==> src/hw/sleep_ctrl_defines.vh <==
// constants for the sleep-mode power controller
`ifndef SLEEP_CTRL_DEFINES_VH
`define SLEEP_CTRL_DEFINES_VH

`define MODE_IDLE        3'h0
`define MODE_ADC_NR      3'h1
`define MODE_POWER_DOWN  3'h2
`define MODE_POWER_SAVE  3'h3
`define MODE_RSVD_4      3'h4
`define MODE_RSVD_5      3'h5
`define MODE_STANDBY     3'h6
`define MODE_EXT_STANDBY 3'h7

`define CORE_CTRL_BOD_OFF_BIT 6
`define CORE_CTRL_RESET       8'h00

`define HALT_AFTER_WAKE_CYC  4
`define STANDBY_WAKE_CYC     6
`define CLK_PERIOD_NS        10
`define BOD_WAKE_TIME_NS     60000
`define BOD_WAKE_CYC         ((`BOD_WAKE_TIME_NS + `CLK_PERIOD_NS - 1) / `CLK_PERIOD_NS)
`define STARTUP_DEFAULT_CYC  16

`define TIMED_WINDOW_CYC     4

`endif

==> src/hw/wake_counter.v <==
// down counter that times a wake-up delay
`timescale 1ns/1ps
`include "sleep_ctrl_defines.vh"

module wake_counter #(
  parameter WIDTH = 16
) (
  input  wire             clk_sys,
  input  wire             rst_n,
  input  wire             load,
  input  wire [WIDTH-1:0] loadValue,
  output reg              done
);
  reg [WIDTH-1:0] count_q;
  reg             busy_q;

  always @(posedge clk_sys or negedge rst_n)
  begin
    if (!rst_n)
    begin
      count_q <= {WIDTH{1'b0}};
      busy_q  <= 1'b0;
      done    <= 1'b0;
    end
    else
    begin
      done <= 1'b0;
      if (load)
      begin
        count_q <= loadValue;
        busy_q  <= 1'b1;
      end
      else if (busy_q)
      begin
        if (count_q <= {{(WIDTH-1){1'b0}}, 1'b1})
        begin
          busy_q <= 1'b0;
          done   <= 1'b1;
        end
        else
          count_q <= count_q - {{(WIDTH-1){1'b0}}, 1'b1};
      end
    end
  end
endmodule

==> src/hw/bod_sleep_bit.v <==
// brown-out sleep-off bit with its timed write guard
`timescale 1ns/1ps
`include "sleep_ctrl_defines.vh"

module bod_sleep_bit (
  input  wire clk_sys,
  input  wire rst_n,
  input  wire guardWrite,
  input  wire bitWrite,
  input  wire bitValue,
  input  wire clearBit,
  output reg  brownoutSleepOff
);
  reg [2:0] window_q;

  localparam WINDOW_CYC = `TIMED_WINDOW_CYC;

  always @(posedge clk_sys or negedge rst_n)
  begin
    if (!rst_n)
    begin
      window_q         <= 3'h0;
      brownoutSleepOff <= 1'b0;
    end
    else
    begin
      if (guardWrite)
        window_q <= WINDOW_CYC[2:0];
      else if (window_q != 3'h0)
        window_q <= window_q - 3'h1;
      // writes outside the window are dropped
      if (bitWrite && (window_q != 3'h0))
        brownoutSleepOff <= bitValue;
      else if (clearBit)
        brownoutSleepOff <= 1'b0;
    end
  end
endmodule

==> src/hw/sleep_mode_power_controller.v <==
// sleep-mode controller: clock gating, oscillator stop, wake-up sequencing
// Functional notes
// - after interrupt wake, core stays halted four cycles beyond start-up time.
// - register file and static memory keep contents; their clocks only pause.
// - reset during sleep wakes the device and restarts at the reset vector.
// - requested brown-out disable acts on sleep entry, re-enabled on wake.
// - wake-up extended to about 60 us when detector was off.
// - bit 6 of core control selects brown-out off in sleep, reset zero.
// - brown-out sleep bit accepted only inside guarded timed write sequence.
// - brown-out disable only in power-down, power-save, standby, extended standby.
// - idle stops core and flash clocks, others and main oscillator run.
// - idle wakes on any enabled interrupt.
// - entering idle or ADC noise reduction starts conversion if ADC enabled.
// - ADC noise reduction stops peripheral, core, flash clocks.
// - ADC noise reduction wakes only from listed sources.
// - power-down stops oscillator and all generated clocks.
// - power-down wakes only from resets, watchdog, address match, level irq, pin change.
// - outside idle external pins wake only through level interrupts; ADC noise reduction wakes on extIrq1Level only, not extIrq0Level.
// - level gone before start-up ends: wake but raise no interrupt.
// - power-down wake waits start-up delay chosen by clock-select fuses.
// - power-save as power-down but asynchronous timer keeps running when asyncTimerAsyncClk is set.
// - power-save timer wake needs timer irq enable and global enable.
// - power-save stops unused timer oscillator or main clock.
// - standby is power-down with main oscillator running; six-cycle wake.
// - extended standby is power-save with main oscillator running; six-cycle wake.
`timescale 1ns/1ps
`include "sleep_ctrl_defines.vh"

module sleep_mode_power_controller #(
  parameter STARTUP_CYC = `STARTUP_DEFAULT_CYC,
  parameter BOD_CYC     = `BOD_WAKE_CYC,
  parameter CNT_W       = 16
) (
  input  wire             clk_sys,
  input  wire             rst_n,
  input  wire             sleepEnable,
  input  wire [2:0]       sleepModeSelect,
  input  wire             sleepInstr,
  input  wire             bodGuardWrite,
  input  wire             bodBitWrite,
  input  wire             bodBitValue,
  input  wire [CNT_W-1:0] startupTimeFuses,
  input  wire             globalIrqEnable,
  input  wire             anyIrqPending,
  input  wire             adcDone,
  input  wire             adcEnabled,
  input  wire             twoWireAddrMatch,
  input  wire             asyncTimerIrq,
  input  wire             asyncTimerIrqMask,
  input  wire             asyncTimerAsyncClk,
  input  wire             asyncTimerSyncClk,
  input  wire             nvmReady,
  input  wire             extIrq0Level,
  input  wire             extIrq1Level,
  input  wire             extIrq0Edge,
  input  wire             extIrq1Edge,
  input  wire             pinChange,
  input  wire             watchdogIrq,
  input  wire             resetEvent,
  output reg              coreClockEn,
  output reg              programMemoryClockEn,
  output reg              peripheralClockEn,
  output reg              converterClockEn,
  output reg              asyncTimerClockEn,
  output reg              mainOscEn,
  output reg              timerOscEn,
  output reg              brownoutEnable,
  output reg              adcStartConv,
  output reg              coreHalted,
  output reg              takeIrq,
  output reg              jumpResetVector,
  output reg              suppressExtIrq,
  output reg              brownoutSleepOffOut
);
  localparam ST_RUN   = 3'h0;
  localparam ST_SLEEP = 3'h1;
  localparam ST_START = 3'h2;
  localparam ST_HALT  = 3'h3;

  // timing counts are cut to the counter widths where they are used
  localparam STANDBY_CYC = `STANDBY_WAKE_CYC;
  localparam HALT_CYC    = `HALT_AFTER_WAKE_CYC;

  reg [2:0]       state_q;
  reg [2:0]       mode_q;
  reg             bodOff_q;
  reg             isReset_q;
  reg             levelWake_q;
  reg             dropIrq_q;
  reg [2:0]       halt_q;
  reg             loadCnt;
  reg [CNT_W-1:0] loadVal;
  wire            cntDone;
  wire            bodBit;
  reg             wakeEv;
  reg             levelEv;

  function deep;
    input [2:0] m;
    begin
      deep = (m == `MODE_POWER_DOWN) || (m == `MODE_POWER_SAVE) ||
             (m == `MODE_STANDBY) || (m == `MODE_EXT_STANDBY);
    end
  endfunction

  function saveLike;
    input [2:0] m;
    begin
      saveLike = (m == `MODE_POWER_SAVE) || (m == `MODE_EXT_STANDBY);
    end
  endfunction

  // standby flavours keep the main oscillator, so they wake on a short fixed count
  function sbLike;
    input [2:0] m;
    begin
      sbLike = (m == `MODE_STANDBY) || (m == `MODE_EXT_STANDBY);
    end
  endfunction

  bod_sleep_bit u_bod (
    .clk_sys          (clk_sys),
    .rst_n            (rst_n),
    .guardWrite       (bodGuardWrite),
    .bitWrite         (bodBitWrite),
    .bitValue         (bodBitValue),
    .clearBit         (1'b0),
    .brownoutSleepOff (bodBit)
  );

  wake_counter #(.WIDTH(CNT_W)) u_cnt (
    .clk_sys   (clk_sys),
    .rst_n     (rst_n),
    .load      (loadCnt),
    .loadValue (loadVal),
    .done      (cntDone)
  );

  // wake sources per mode
  always @*
  begin
    levelEv = extIrq0Level || extIrq1Level;
    wakeEv  = 1'b0;
    case (mode_q)
      `MODE_IDLE:
        wakeEv = anyIrqPending || extIrq0Edge || extIrq1Edge || levelEv || pinChange;
      `MODE_ADC_NR:
        wakeEv = adcDone || watchdogIrq || twoWireAddrMatch || asyncTimerIrq || nvmReady ||
                 extIrq1Level || pinChange;
      `MODE_POWER_DOWN, `MODE_STANDBY:
        wakeEv = watchdogIrq || twoWireAddrMatch || levelEv || pinChange;
      `MODE_POWER_SAVE, `MODE_EXT_STANDBY:
        wakeEv = watchdogIrq || twoWireAddrMatch || levelEv || pinChange ||
                 (asyncTimerIrq && asyncTimerIrqMask && globalIrqEnable);
      default:
        wakeEv = 1'b0;
    endcase
  end

  // wake delay selection
  always @*
  begin
    loadCnt = 1'b0;
    loadVal = {CNT_W{1'b0}};
    if (state_q == ST_SLEEP && (wakeEv || resetEvent))
    begin
      loadCnt = 1'b1;
      // a cut detector needs the long settle time whatever the mode
      if (bodOff_q)
        loadVal = BOD_CYC[CNT_W-1:0];
      else if (sbLike(mode_q))
        loadVal = STANDBY_CYC[CNT_W-1:0];
      else if (deep(mode_q))
        loadVal = (startupTimeFuses == {CNT_W{1'b0}}) ? STARTUP_CYC[CNT_W-1:0] : startupTimeFuses;
      else
        loadVal = {{(CNT_W-1){1'b0}}, 1'b1};
    end
  end

  always @(posedge clk_sys or negedge rst_n)
  begin
    if (!rst_n)
    begin
      state_q              <= ST_RUN;
      mode_q               <= `MODE_IDLE;
      bodOff_q             <= 1'b0;
      isReset_q            <= 1'b0;
      levelWake_q          <= 1'b0;
      dropIrq_q            <= 1'b0;
      halt_q               <= 3'h0;
      coreClockEn          <= 1'b1;
      programMemoryClockEn <= 1'b1;
      peripheralClockEn    <= 1'b1;
      converterClockEn     <= 1'b1;
      asyncTimerClockEn    <= 1'b1;
      mainOscEn            <= 1'b1;
      timerOscEn           <= 1'b1;
      brownoutEnable       <= 1'b1;
      adcStartConv         <= 1'b0;
      coreHalted           <= 1'b0;
      takeIrq              <= 1'b0;
      jumpResetVector      <= 1'b0;
      suppressExtIrq       <= 1'b0;
      brownoutSleepOffOut  <= 1'b0;
    end
    else
    begin
      adcStartConv        <= 1'b0;
      takeIrq             <= 1'b0;
      jumpResetVector     <= 1'b0;
      suppressExtIrq      <= 1'b0;
      brownoutSleepOffOut <= bodBit;
      case (state_q)
        ST_RUN:
        begin
          // reserved codes fall through: no domain stops
          if (sleepInstr && sleepEnable && sleepModeSelect != `MODE_RSVD_4 &&
              sleepModeSelect != `MODE_RSVD_5)
          begin
            state_q     <= ST_SLEEP;
            mode_q      <= sleepModeSelect;
            coreHalted  <= 1'b1;
            // only clocks pause, so register file and memory are untouched
            coreClockEn          <= 1'b0;
            programMemoryClockEn <= 1'b0;
            peripheralClockEn    <= (sleepModeSelect == `MODE_IDLE);
            converterClockEn     <= (sleepModeSelect == `MODE_IDLE) ||
                                    (sleepModeSelect == `MODE_ADC_NR);
            asyncTimerClockEn    <= !deep(sleepModeSelect) ||
                                    (saveLike(sleepModeSelect) && asyncTimerAsyncClk);
            mainOscEn            <= !deep(sleepModeSelect) || sbLike(sleepModeSelect) ||
                                    (sleepModeSelect == `MODE_POWER_SAVE && asyncTimerSyncClk);
            timerOscEn           <= (!deep(sleepModeSelect) || saveLike(sleepModeSelect)) &&
                                    asyncTimerAsyncClk;
            if (bodBit && deep(sleepModeSelect))
            begin
              brownoutEnable <= 1'b0;
              bodOff_q       <= 1'b1;
            end
            if (adcEnabled && !deep(sleepModeSelect))
              adcStartConv <= 1'b1;
          end
        end
        ST_SLEEP:
        begin
          if (resetEvent || wakeEv)
          begin
            state_q     <= ST_START;
            isReset_q   <= resetEvent;
            levelWake_q <= levelEv && mode_q != `MODE_IDLE;
            mainOscEn   <= 1'b1;
            timerOscEn  <= asyncTimerAsyncClk;
          end
        end
        ST_START:
        begin
          if (cntDone)
          begin
            brownoutEnable       <= 1'b1;
            bodOff_q             <= 1'b0;
            peripheralClockEn    <= 1'b1;
            converterClockEn     <= 1'b1;
            asyncTimerClockEn    <= 1'b1;
            programMemoryClockEn <= 1'b1;
            dropIrq_q            <= levelWake_q && !levelEv;
            if (levelWake_q && !levelEv)
              suppressExtIrq <= 1'b1;
            if (isReset_q)
            begin
              state_q         <= ST_RUN;
              coreClockEn     <= 1'b1;
              coreHalted      <= 1'b0;
              jumpResetVector <= 1'b1;
            end
            else
            begin
              state_q <= ST_HALT;
              halt_q  <= HALT_CYC[2:0];
            end
          end
        end
        ST_HALT:
        begin
          if (halt_q <= 3'h1)
          begin
            state_q     <= ST_RUN;
            coreClockEn <= 1'b1;
            coreHalted  <= 1'b0;
            // a level that vanished during start-up wakes the core but is not serviced
            takeIrq     <= !dropIrq_q;
          end
          else
            halt_q <= halt_q - 3'h1;
        end
        default:
          state_q <= ST_RUN;
      endcase
    end
  end
endmodule

==> config.mk <==
export PLATFORM = sky130hd
export DESIGN_NAME = sleep_mode_power_controller
export DESIGN_NICKNAME = d
export VERILOG_FILES = /design/src/hw/wake_counter.v /design/src/hw/bod_sleep_bit.v /design/src/hw/sleep_mode_power_controller.v
export VERILOG_INCLUDE_DIRS = /design/src /design/src/hw
export SDC_FILE = /design/constraint.sdc
export NUM_CORES = 1
export LEC_CHECK = 0
export BUFFER_PORTS_ARGS = -buffer_cell sky130_fd_sc_hd__buf_2
export CORE_ASPECT_RATIO = 1.1
export CORE_MARGIN = 5
export CORE_UTILIZATION = 45
export DETAILED_ROUTE_END_ITERATION = 7
export PLACE_DENSITY = 0.68
export SETUP_SLACK_MARGIN = 0.2
export SLEW_MARGIN = 20
export SYNTH_ARGS = -nofsm -noshare
export SYNTH_HDL_FRONTEND = slang
export SYNTH_SLANG_ARGS = --single-unit
==> constraint.sdc <==
create_clock -name clk_sys -period 5.6 [get_ports clk_sys]
set_input_delay 0.56 -clock clk_sys [delete_from_list [all_inputs] [get_ports clk_sys]]
set_output_delay 0.56 -clock clk_sys [all_outputs]
set_load 0.005 [all_outputs]
==> impl_metrics.json, run 1 <==
{
  "die_y_um": 89.9,
  "postSynth.asyncResetShare_pct": 100,
  "r2r_start": "mode_q[0]$_DFFE_PN0P_",
  "root_buffer": "clkbuf_8",
  "cp_data_required_time_ns": 5.79,
  "globalRouteTotalUtil_pct": 17.3,
  "dr.first_iter.drc_count": 105,
  "post_drt_wl_per_cell_um": 14.8,
  "yosysMostFrequentCell": "dfrtp_1",
  "grt_pass1_vias": 2268,
  "design.core.area_um2": 5700,
  "maxCapViolCount": 0,
  "criticalPathCategory": "reg -> reg",
  "via_count": 2227,
  "rsz0062_at_grt": "no",
  "fmax_mhz": 449,
  "holdCritPathClass": "in -> async",
  "clk_latency_ns": 0.30,
  "finalCriticalPeriod_ns": 2.23,
  "outcome": "finished clean",
  "cts_buffers": 5,
  "syn_area_per_cell_um2": 9.67,
  "grt_max_degree": 49,
  "max-clock-path-buffers": 2,
  "post-route-drc-count": 0,
  "setup_viol": 0,
  "via_per_inst": 5.55,
  "syn_inst": 270,
  "synthesis.nets": 319,
  "hpwl_mm": 4.53,
  "grt_pass1_wl_mm": 10.4,
  "hold_viol": 0,
  "ys.flop_type": "dfrtp_1",
  "synth_edf_count": 0,
  "cellLeakagePower_uw": 0.00129,
  "synth_area_um2": 2610,
  "layout-drive-gt1-share_pct": 26.9,
  "io_pins": 57,
  "globalplace.congestion": 0.835,
  "area_growth_pct": 16.1,
  "fin_skew_ns": 0.00651,
  "final_max_slew_viol_count": 0,
  "relSlewSlack_pct": 49.8,
  "final_nets": 372,
  "power_density_nw_per_um2": 435,
  "first_pass_iters": 4,
  "h-tree-depth": 2,
  "final_cell_area_um2": 3030,
  "synth.area.top_cells": "dfrtp_1, dfstp_2, xnor2_1",
  "max_slew.worst_pin.slew_ns": 0.746,
  "yosysWarnings": 0,
  "start_util_pct": 45.8,
  "synth_top_cell_by_area": "dfrtp_1",
  "final_core_util_pct": 53.2,
  "cts-hold-fix-buffers": 0,
  "cts_tree": "built",
  "n_antenna_cell": 0,
  "die_w_um": 82.6,
  "finalSetupTns_ns": 0,
  "yosysSeqAreaShare_pct": 46.4,
  "start_kind": "flip-flop",
  "rows": 29,
  "dpl-instance-area_um2": 2930,
  "grt_antenna_before_repair": 0,
  "fin_crit_sh_pct": 39.8,
  "crit_fanout": 33,
  "synth_common_cells": "dfrtp_1, a21oi_1, nand2_1, o21ai_0, nor2_1",
  "ctsResizeCount": 0,
  "routed_wl_mm": 5.93,
  "yosysTopAreaCellShare_pct": 38.4,
  "peakVddDrop_uv": 231,
  "dieArea_um2": 7430,
  "cts_sinks": 48,
  "detail-route-antenna-nets": 0,
  "cts_setup_buffers": 0,
  "cp-startpoint": "mode_q[0]$_DFFE_PN0P_",
  "synth_seq_cells": 48,
  "crit_arrival_ns": 2.42,
  "clk_pin_slew_worst_paths_ns": 0.09,
  "port_buffers": 56,
  "holdWs_ns": 0.268,
  "synthDistinctLibCells": 56,
  "grt_overflow": 0,
  "endpoint_kind": "flip-flop"
}
[critical path, stage by stage, from the launching register on]
cell	delay (ns)
dfrtp_1	0.41
nor2_1	0.07
a2111oi_0	0.52
o311a_2	0.72
mux2_2	0.41
[logic make-up (layout without fill, tap and decap cells)]
kind of cell	Yosys count	in the layout	share of synthesized area (%)
AOI/OAI and AO/OA	67	67	16.2
xor gates and xnor gates	15	15	5.03
adders and majority gates	6	6	2.88
buffers and inverters	25	79	4.46
DFF	48	48	46.4
muxes	12	12	4.89
and+or+nand+nor	97	97	20.1
[final cells by class]
class,count,area [um^2]
Tap cell,77,96.3
Fill cell,545,2670
Inverter,15,56.3
Clock buffer,7,76.3
Clock inverter,1,8.76
Sequential cell,48,1210
Multi-Input combinational cell,197,1300
Timing Repair Buffer,56,283
[metal layers]
layer  vias to the layer above  track usage, %  share of wire, %
met1                      1089            24.3                44
li1                       1084               -                 -
met3                         9            4.40               5.0
met2                        45            26.4                49
met5                         -               0                 0
met4                         0            4.77               1.9
[flip-flops by register name, summed over array words and instances, names as in the netlist, 2 cells and up]
register	count
mode_q	3
u_cnt.count_q	16
halt_q	3
state_q	2
u_bod.window_q	3
[path summary, 6_finish.rpt]
check / to / slack, ns / depth (start not counted)
max in group asynchronous: u_cnt.count_q[10]$_DFFE_PN0P_ / 4.92 / 1
min reg2reg: brownoutSleepOffOut$_DFF_PN0_ / 0.41 / 0
min: mode_q[0]$_DFFE_PN0P_ / 0.27 / 1
max: isReset_q$_DFFE_PN0N_ / 3.37 / 4
max reg2reg: isReset_q$_DFFE_PN0N_ / 3.37 / 4
min in group clk_sys: brownoutSleepOffOut$_DFF_PN0_ / 0.41 / 0
[report_power, final]
part | leakage [uW] | switching [uW] | internal (uW)
combinational | 0.000687 | 271 | 237
sequential | 0.000563 | 124 | 484
clock | 0.0000424 | 112 | 89.3
total | 0.00129 | 507 | 810
[per-stage QoR]
step,power (uW),setup WS [ns],std cells
2_1_floorplan,977,3.62,270
3_3_place_gp,1110,3.15,393
3_5_place_dp,1120,3.12,393
4_1_cts,1320,3.37,401
5_1_grt,1430,3.16,401
6_report,1320,3.37,401
[layout by cell type (no fill, tap or decap), types with 3 or more instances in the layout]
master	Yosys	final
a211oi_1	3	3
a21oi_1	20	20
a31oi_1	4	4
and3_1	3	3
buf_2	1	55
clkbuf_8	1	5
dfrtp_1	40	40
dfstp_2	8	8
ha_1	6	6
inv_1	15	15
mux2_2	6	6
mux2i_1	6	6
nand2_1	18	18
nand3_1	13	13
nand4_1	3	3
nor2_1	16	16
nor3_1	10	10
nor4_1	11	10
o21ai_0	18	18
or3_1	3	3
xnor2_1	12	12
xor2_1	3	3
(Power assumes the default switching activity.)
==> run 2: changes to the inputs <==
--- a/config.mk
+++ b/config.mk
@@ -11,7 +11,7 @@
 export CORE_MARGIN = 5
 export CORE_UTILIZATION = 45
 export DETAILED_ROUTE_END_ITERATION = 7
-export PLACE_DENSITY = 0.68
+export PLACE_DENSITY = 0.71
 export SETUP_SLACK_MARGIN = 0.2
 export SLEW_MARGIN = 20
 export SYNTH_ARGS = -nofsm -noshare
==> constraint.sdc (replaced) <==
create_clock -name clk_sys -period 1.9 [get_ports clk_sys]
set_input_delay 0.19 -clock clk_sys [delete_from_list [all_inputs] [get_ports clk_sys]]
set_output_delay 0.19 -clock clk_sys [all_outputs]
set_load 0.005 [all_outputs]
==> run 2 against run 1 <==
Against the previous run:
- the flow now finishes with violations (negative setup slack)
- clock-buffer cell count fell by 2
- die area stayed put
- total power rose to 3.6 times the previous value
- design area grew 18%
- sequential cell count unchanged
- non-clock buffer count is 36 higher
- critical endpoint is now u_cnt.count_q[4]$_DFFE_PN0P_
- highest routed layer unchanged
==> impl_metrics.json, run 2 (synthesis results as in run 1) <==
{
  "outcome": "finished, violations left",
  "violations": "negative setup slack",
  "start_kind": "flip-flop",
  "area_growth_pct": 37.2,
  "top_register": "u_cnt.count_q",
  "cts_tree": "built",
  "criticalPathCategory": "reg -> reg",
  "globalRouteTotalUtil_pct": 20.1,
  "setup_viol": 5,
  "port_buffers": 56,
  "fin_skew_ns": 0.00564,
  "endpoint_kind": "flip-flop",
  "final_nets": 408,
  "endpoint": "u_cnt.count_q[4]$_DFFE_PN0P_",
  "cts_buffers": 5,
  "cp-startpoint": "u_cnt.count_q[13]$_DFFE_PN0P_",
  "start_util_pct": 45.8,
  "post-route-drc-count": 0,
  "relSlewSlack_pct": 65.4,
  "final_common_cell": "buf_2",
  "hpwl_mm": 5.14,
  "via_per_inst": 5.46,
  "cp_data_required_time_ns": 2.10,
  "crit_arrival_ns": 2.21,
  "power_density_nw_per_um2": 1330,
  "first_pass_iters": 4,
  "clk_pin_slew_worst_paths_ns": 0.10,
  "maxCapViolCount": 0,
  "max_slew.worst_pin.slew_ns": 0.514,
  "grt_max_degree": 21,
  "rows": 29,
  "hold_viol": 0,
  "layout_common_cells": "buf_2, dfrtp_1, buf_4, nand2_1, a21oi_1",
  "grt_pass1_vias": 2423,
  "cellLeakagePower_uw": 0.00152,
  "via_count": 2388,
  "final_max_slew_viol_count": 0,
  "final_core_util_pct": 62.8,
  "clk_latency_ns": 0.31,
  "fin_crit_sh_pct": 106,
  "rsz0062_at_grt": "yes",
  "globalplace.congestion": 0.947,
  "r2r_start": "u_cnt.count_q[13]$_DFFE_PN0P_",
  "rr_worst_depth": 5,
  "fin_ws_ns": -0.115,
  "finalCriticalPeriod_ns": 2.02,
  "root_buffer": "clkbuf_8",
  "grt_pass1_wl_mm": 11.7,
  "rrSetupSlack_ns": -0.12,
  "holdCritPathClass": "in -> reg",
  "design.core.area_um2": 5700,
  "peakVddDrop_uv": 723,
  "layout-drive-gt1-share_pct": 44.4,
  "n_antenna_cell": 0,
  "post_drt_wl_per_cell_um": 16.9,
  "dp_worst_setup_slack_ns": -0.113,
  "crit_slowest_cell": "or4_4",
  "grt_antenna_before_repair": 0,
  "largest_register_ffs": 16,
  "fmax_mhz": 496,
  "crit_fanout": 4,
  "dpl-instance-area_um2": 3130,
  "slowest_delay_ns": 0.54,
  "path_cells": "or4_4, or3_4, or3_4, a211oi_2, a21oi_1",
  "r2r_end": "u_cnt.count_q[4]$_DFFE_PN0P_",
  "dr.first_iter.drc_count": 122,
  "max-clock-path-buffers": 2,
  "dieArea_um2": 7430,
  "grt_overflow": 0,
  "detail-route-antenna-nets": 0,
  "final_cell_area_um2": 3580,
  "routed_wl_mm": 7.37,
  "h-tree-depth": 2,
  "cts_sinks": 48,
  "min_from": "bodGuardWrite",
  "cp_common_cell": "or3_4",
  "die_w_um": 82.6,
  "die_y_um": 89.9,
  "io_pins": 57
}
run 2: cell count changes in the layout (fill, tap and decap cells not counted), moves of 5 or more:
cell | previous run | this run
buf_4 | 1 | 28
o21ai_0 | 18 | 11
buf_6 | 0 | 6
a21oi_1 | 20 | 15
a21oi_2 | 0 | 5
o21ai_1 | 0 | 5
run 2: metrics by stage:
| step | total power, uW | TNS (ns) | cells | hold WS, ns |
|---|---|---|---|---|
| after floorplan | 2910 | -0.159 | 270 | -0.106 |
| after global placement | 3510 | -0.140 | 416 | 0.108 |
| after detailed placement | 3580 | -0.292 | 416 | 0.106 |
| after CTS | 4380 | -0.316 | 430 | 0.0502 |
| after global routing | 5090 | -1.00 | 437 | 0.0463 |
| final | 4760 | -0.419 | 437 | 0.0600 |
run 2: final cells by class:
class,count,area (um^2)
fill,475,2120
multi-input combinational,197,1530
sequential,48,1210
timing repair buffer,92,588
tap,77,96.3
clock buffer,5,68.8
inverter,15,56.3
clock inverter,3,22.5
run 2: worst min-delay path by stage:
stage / endpoint / slack (ns) / cells past startpoint
2_1_floorplan: adcStartConv$_DFF_PN0_ / -0.11 / 0
3_3_place_gp: halt_q[0]$_DFFE_PN0P_ / 0.11 / 1
3_5_place_dp: halt_q[1]$_DFFE_PN0P_ / 0.11 / 1
4_1_cts: u_bod.window_q[0]$_DFFE_PN0P_ / 0.05 / 2
5_1_grt: u_bod.window_q[0]$_DFFE_PN0P_ / 0.05 / 2
6_report: u_bod.window_q[0]$_DFFE_PN0P_ / 0.06 / 2
run 2: layer usage:
layer  global-route usage, %  share of wire [%]
met1                    27.1                 42
met2                    31.7                 52
met3                    3.40                3.8
met4                    8.04                2.0
met5                       0                  0
run 2: critical path: cells and delay by family (launching register included):
family / cells / cell delay, ns
AND/OR/NAND/NOR: 3 / 1.26
flip-flops: 1 / 0.40
AO/OA/AOI/OAI: 2 / 0.24
run 2: what timing repair did:
item                                   4_1_cts  5_1_grt
endpoints found under the hold margin        7        0
hold buffers                                 1        0
resized for setup                           17       45
setup endpoints to repair                   22       28
pin swaps                                    5       16
setup buffers                                5        7
run 2: power breakdown:
| group | internal [uW] | switching [uW] | leakage [uW] |
|---|---|---|---|
| Combinational | 1170 | 1130 | 0.000909 |
| Clock | 264 | 376 | 0.0000485 |
| Sequential | 1430 | 381 | 0.000560 |
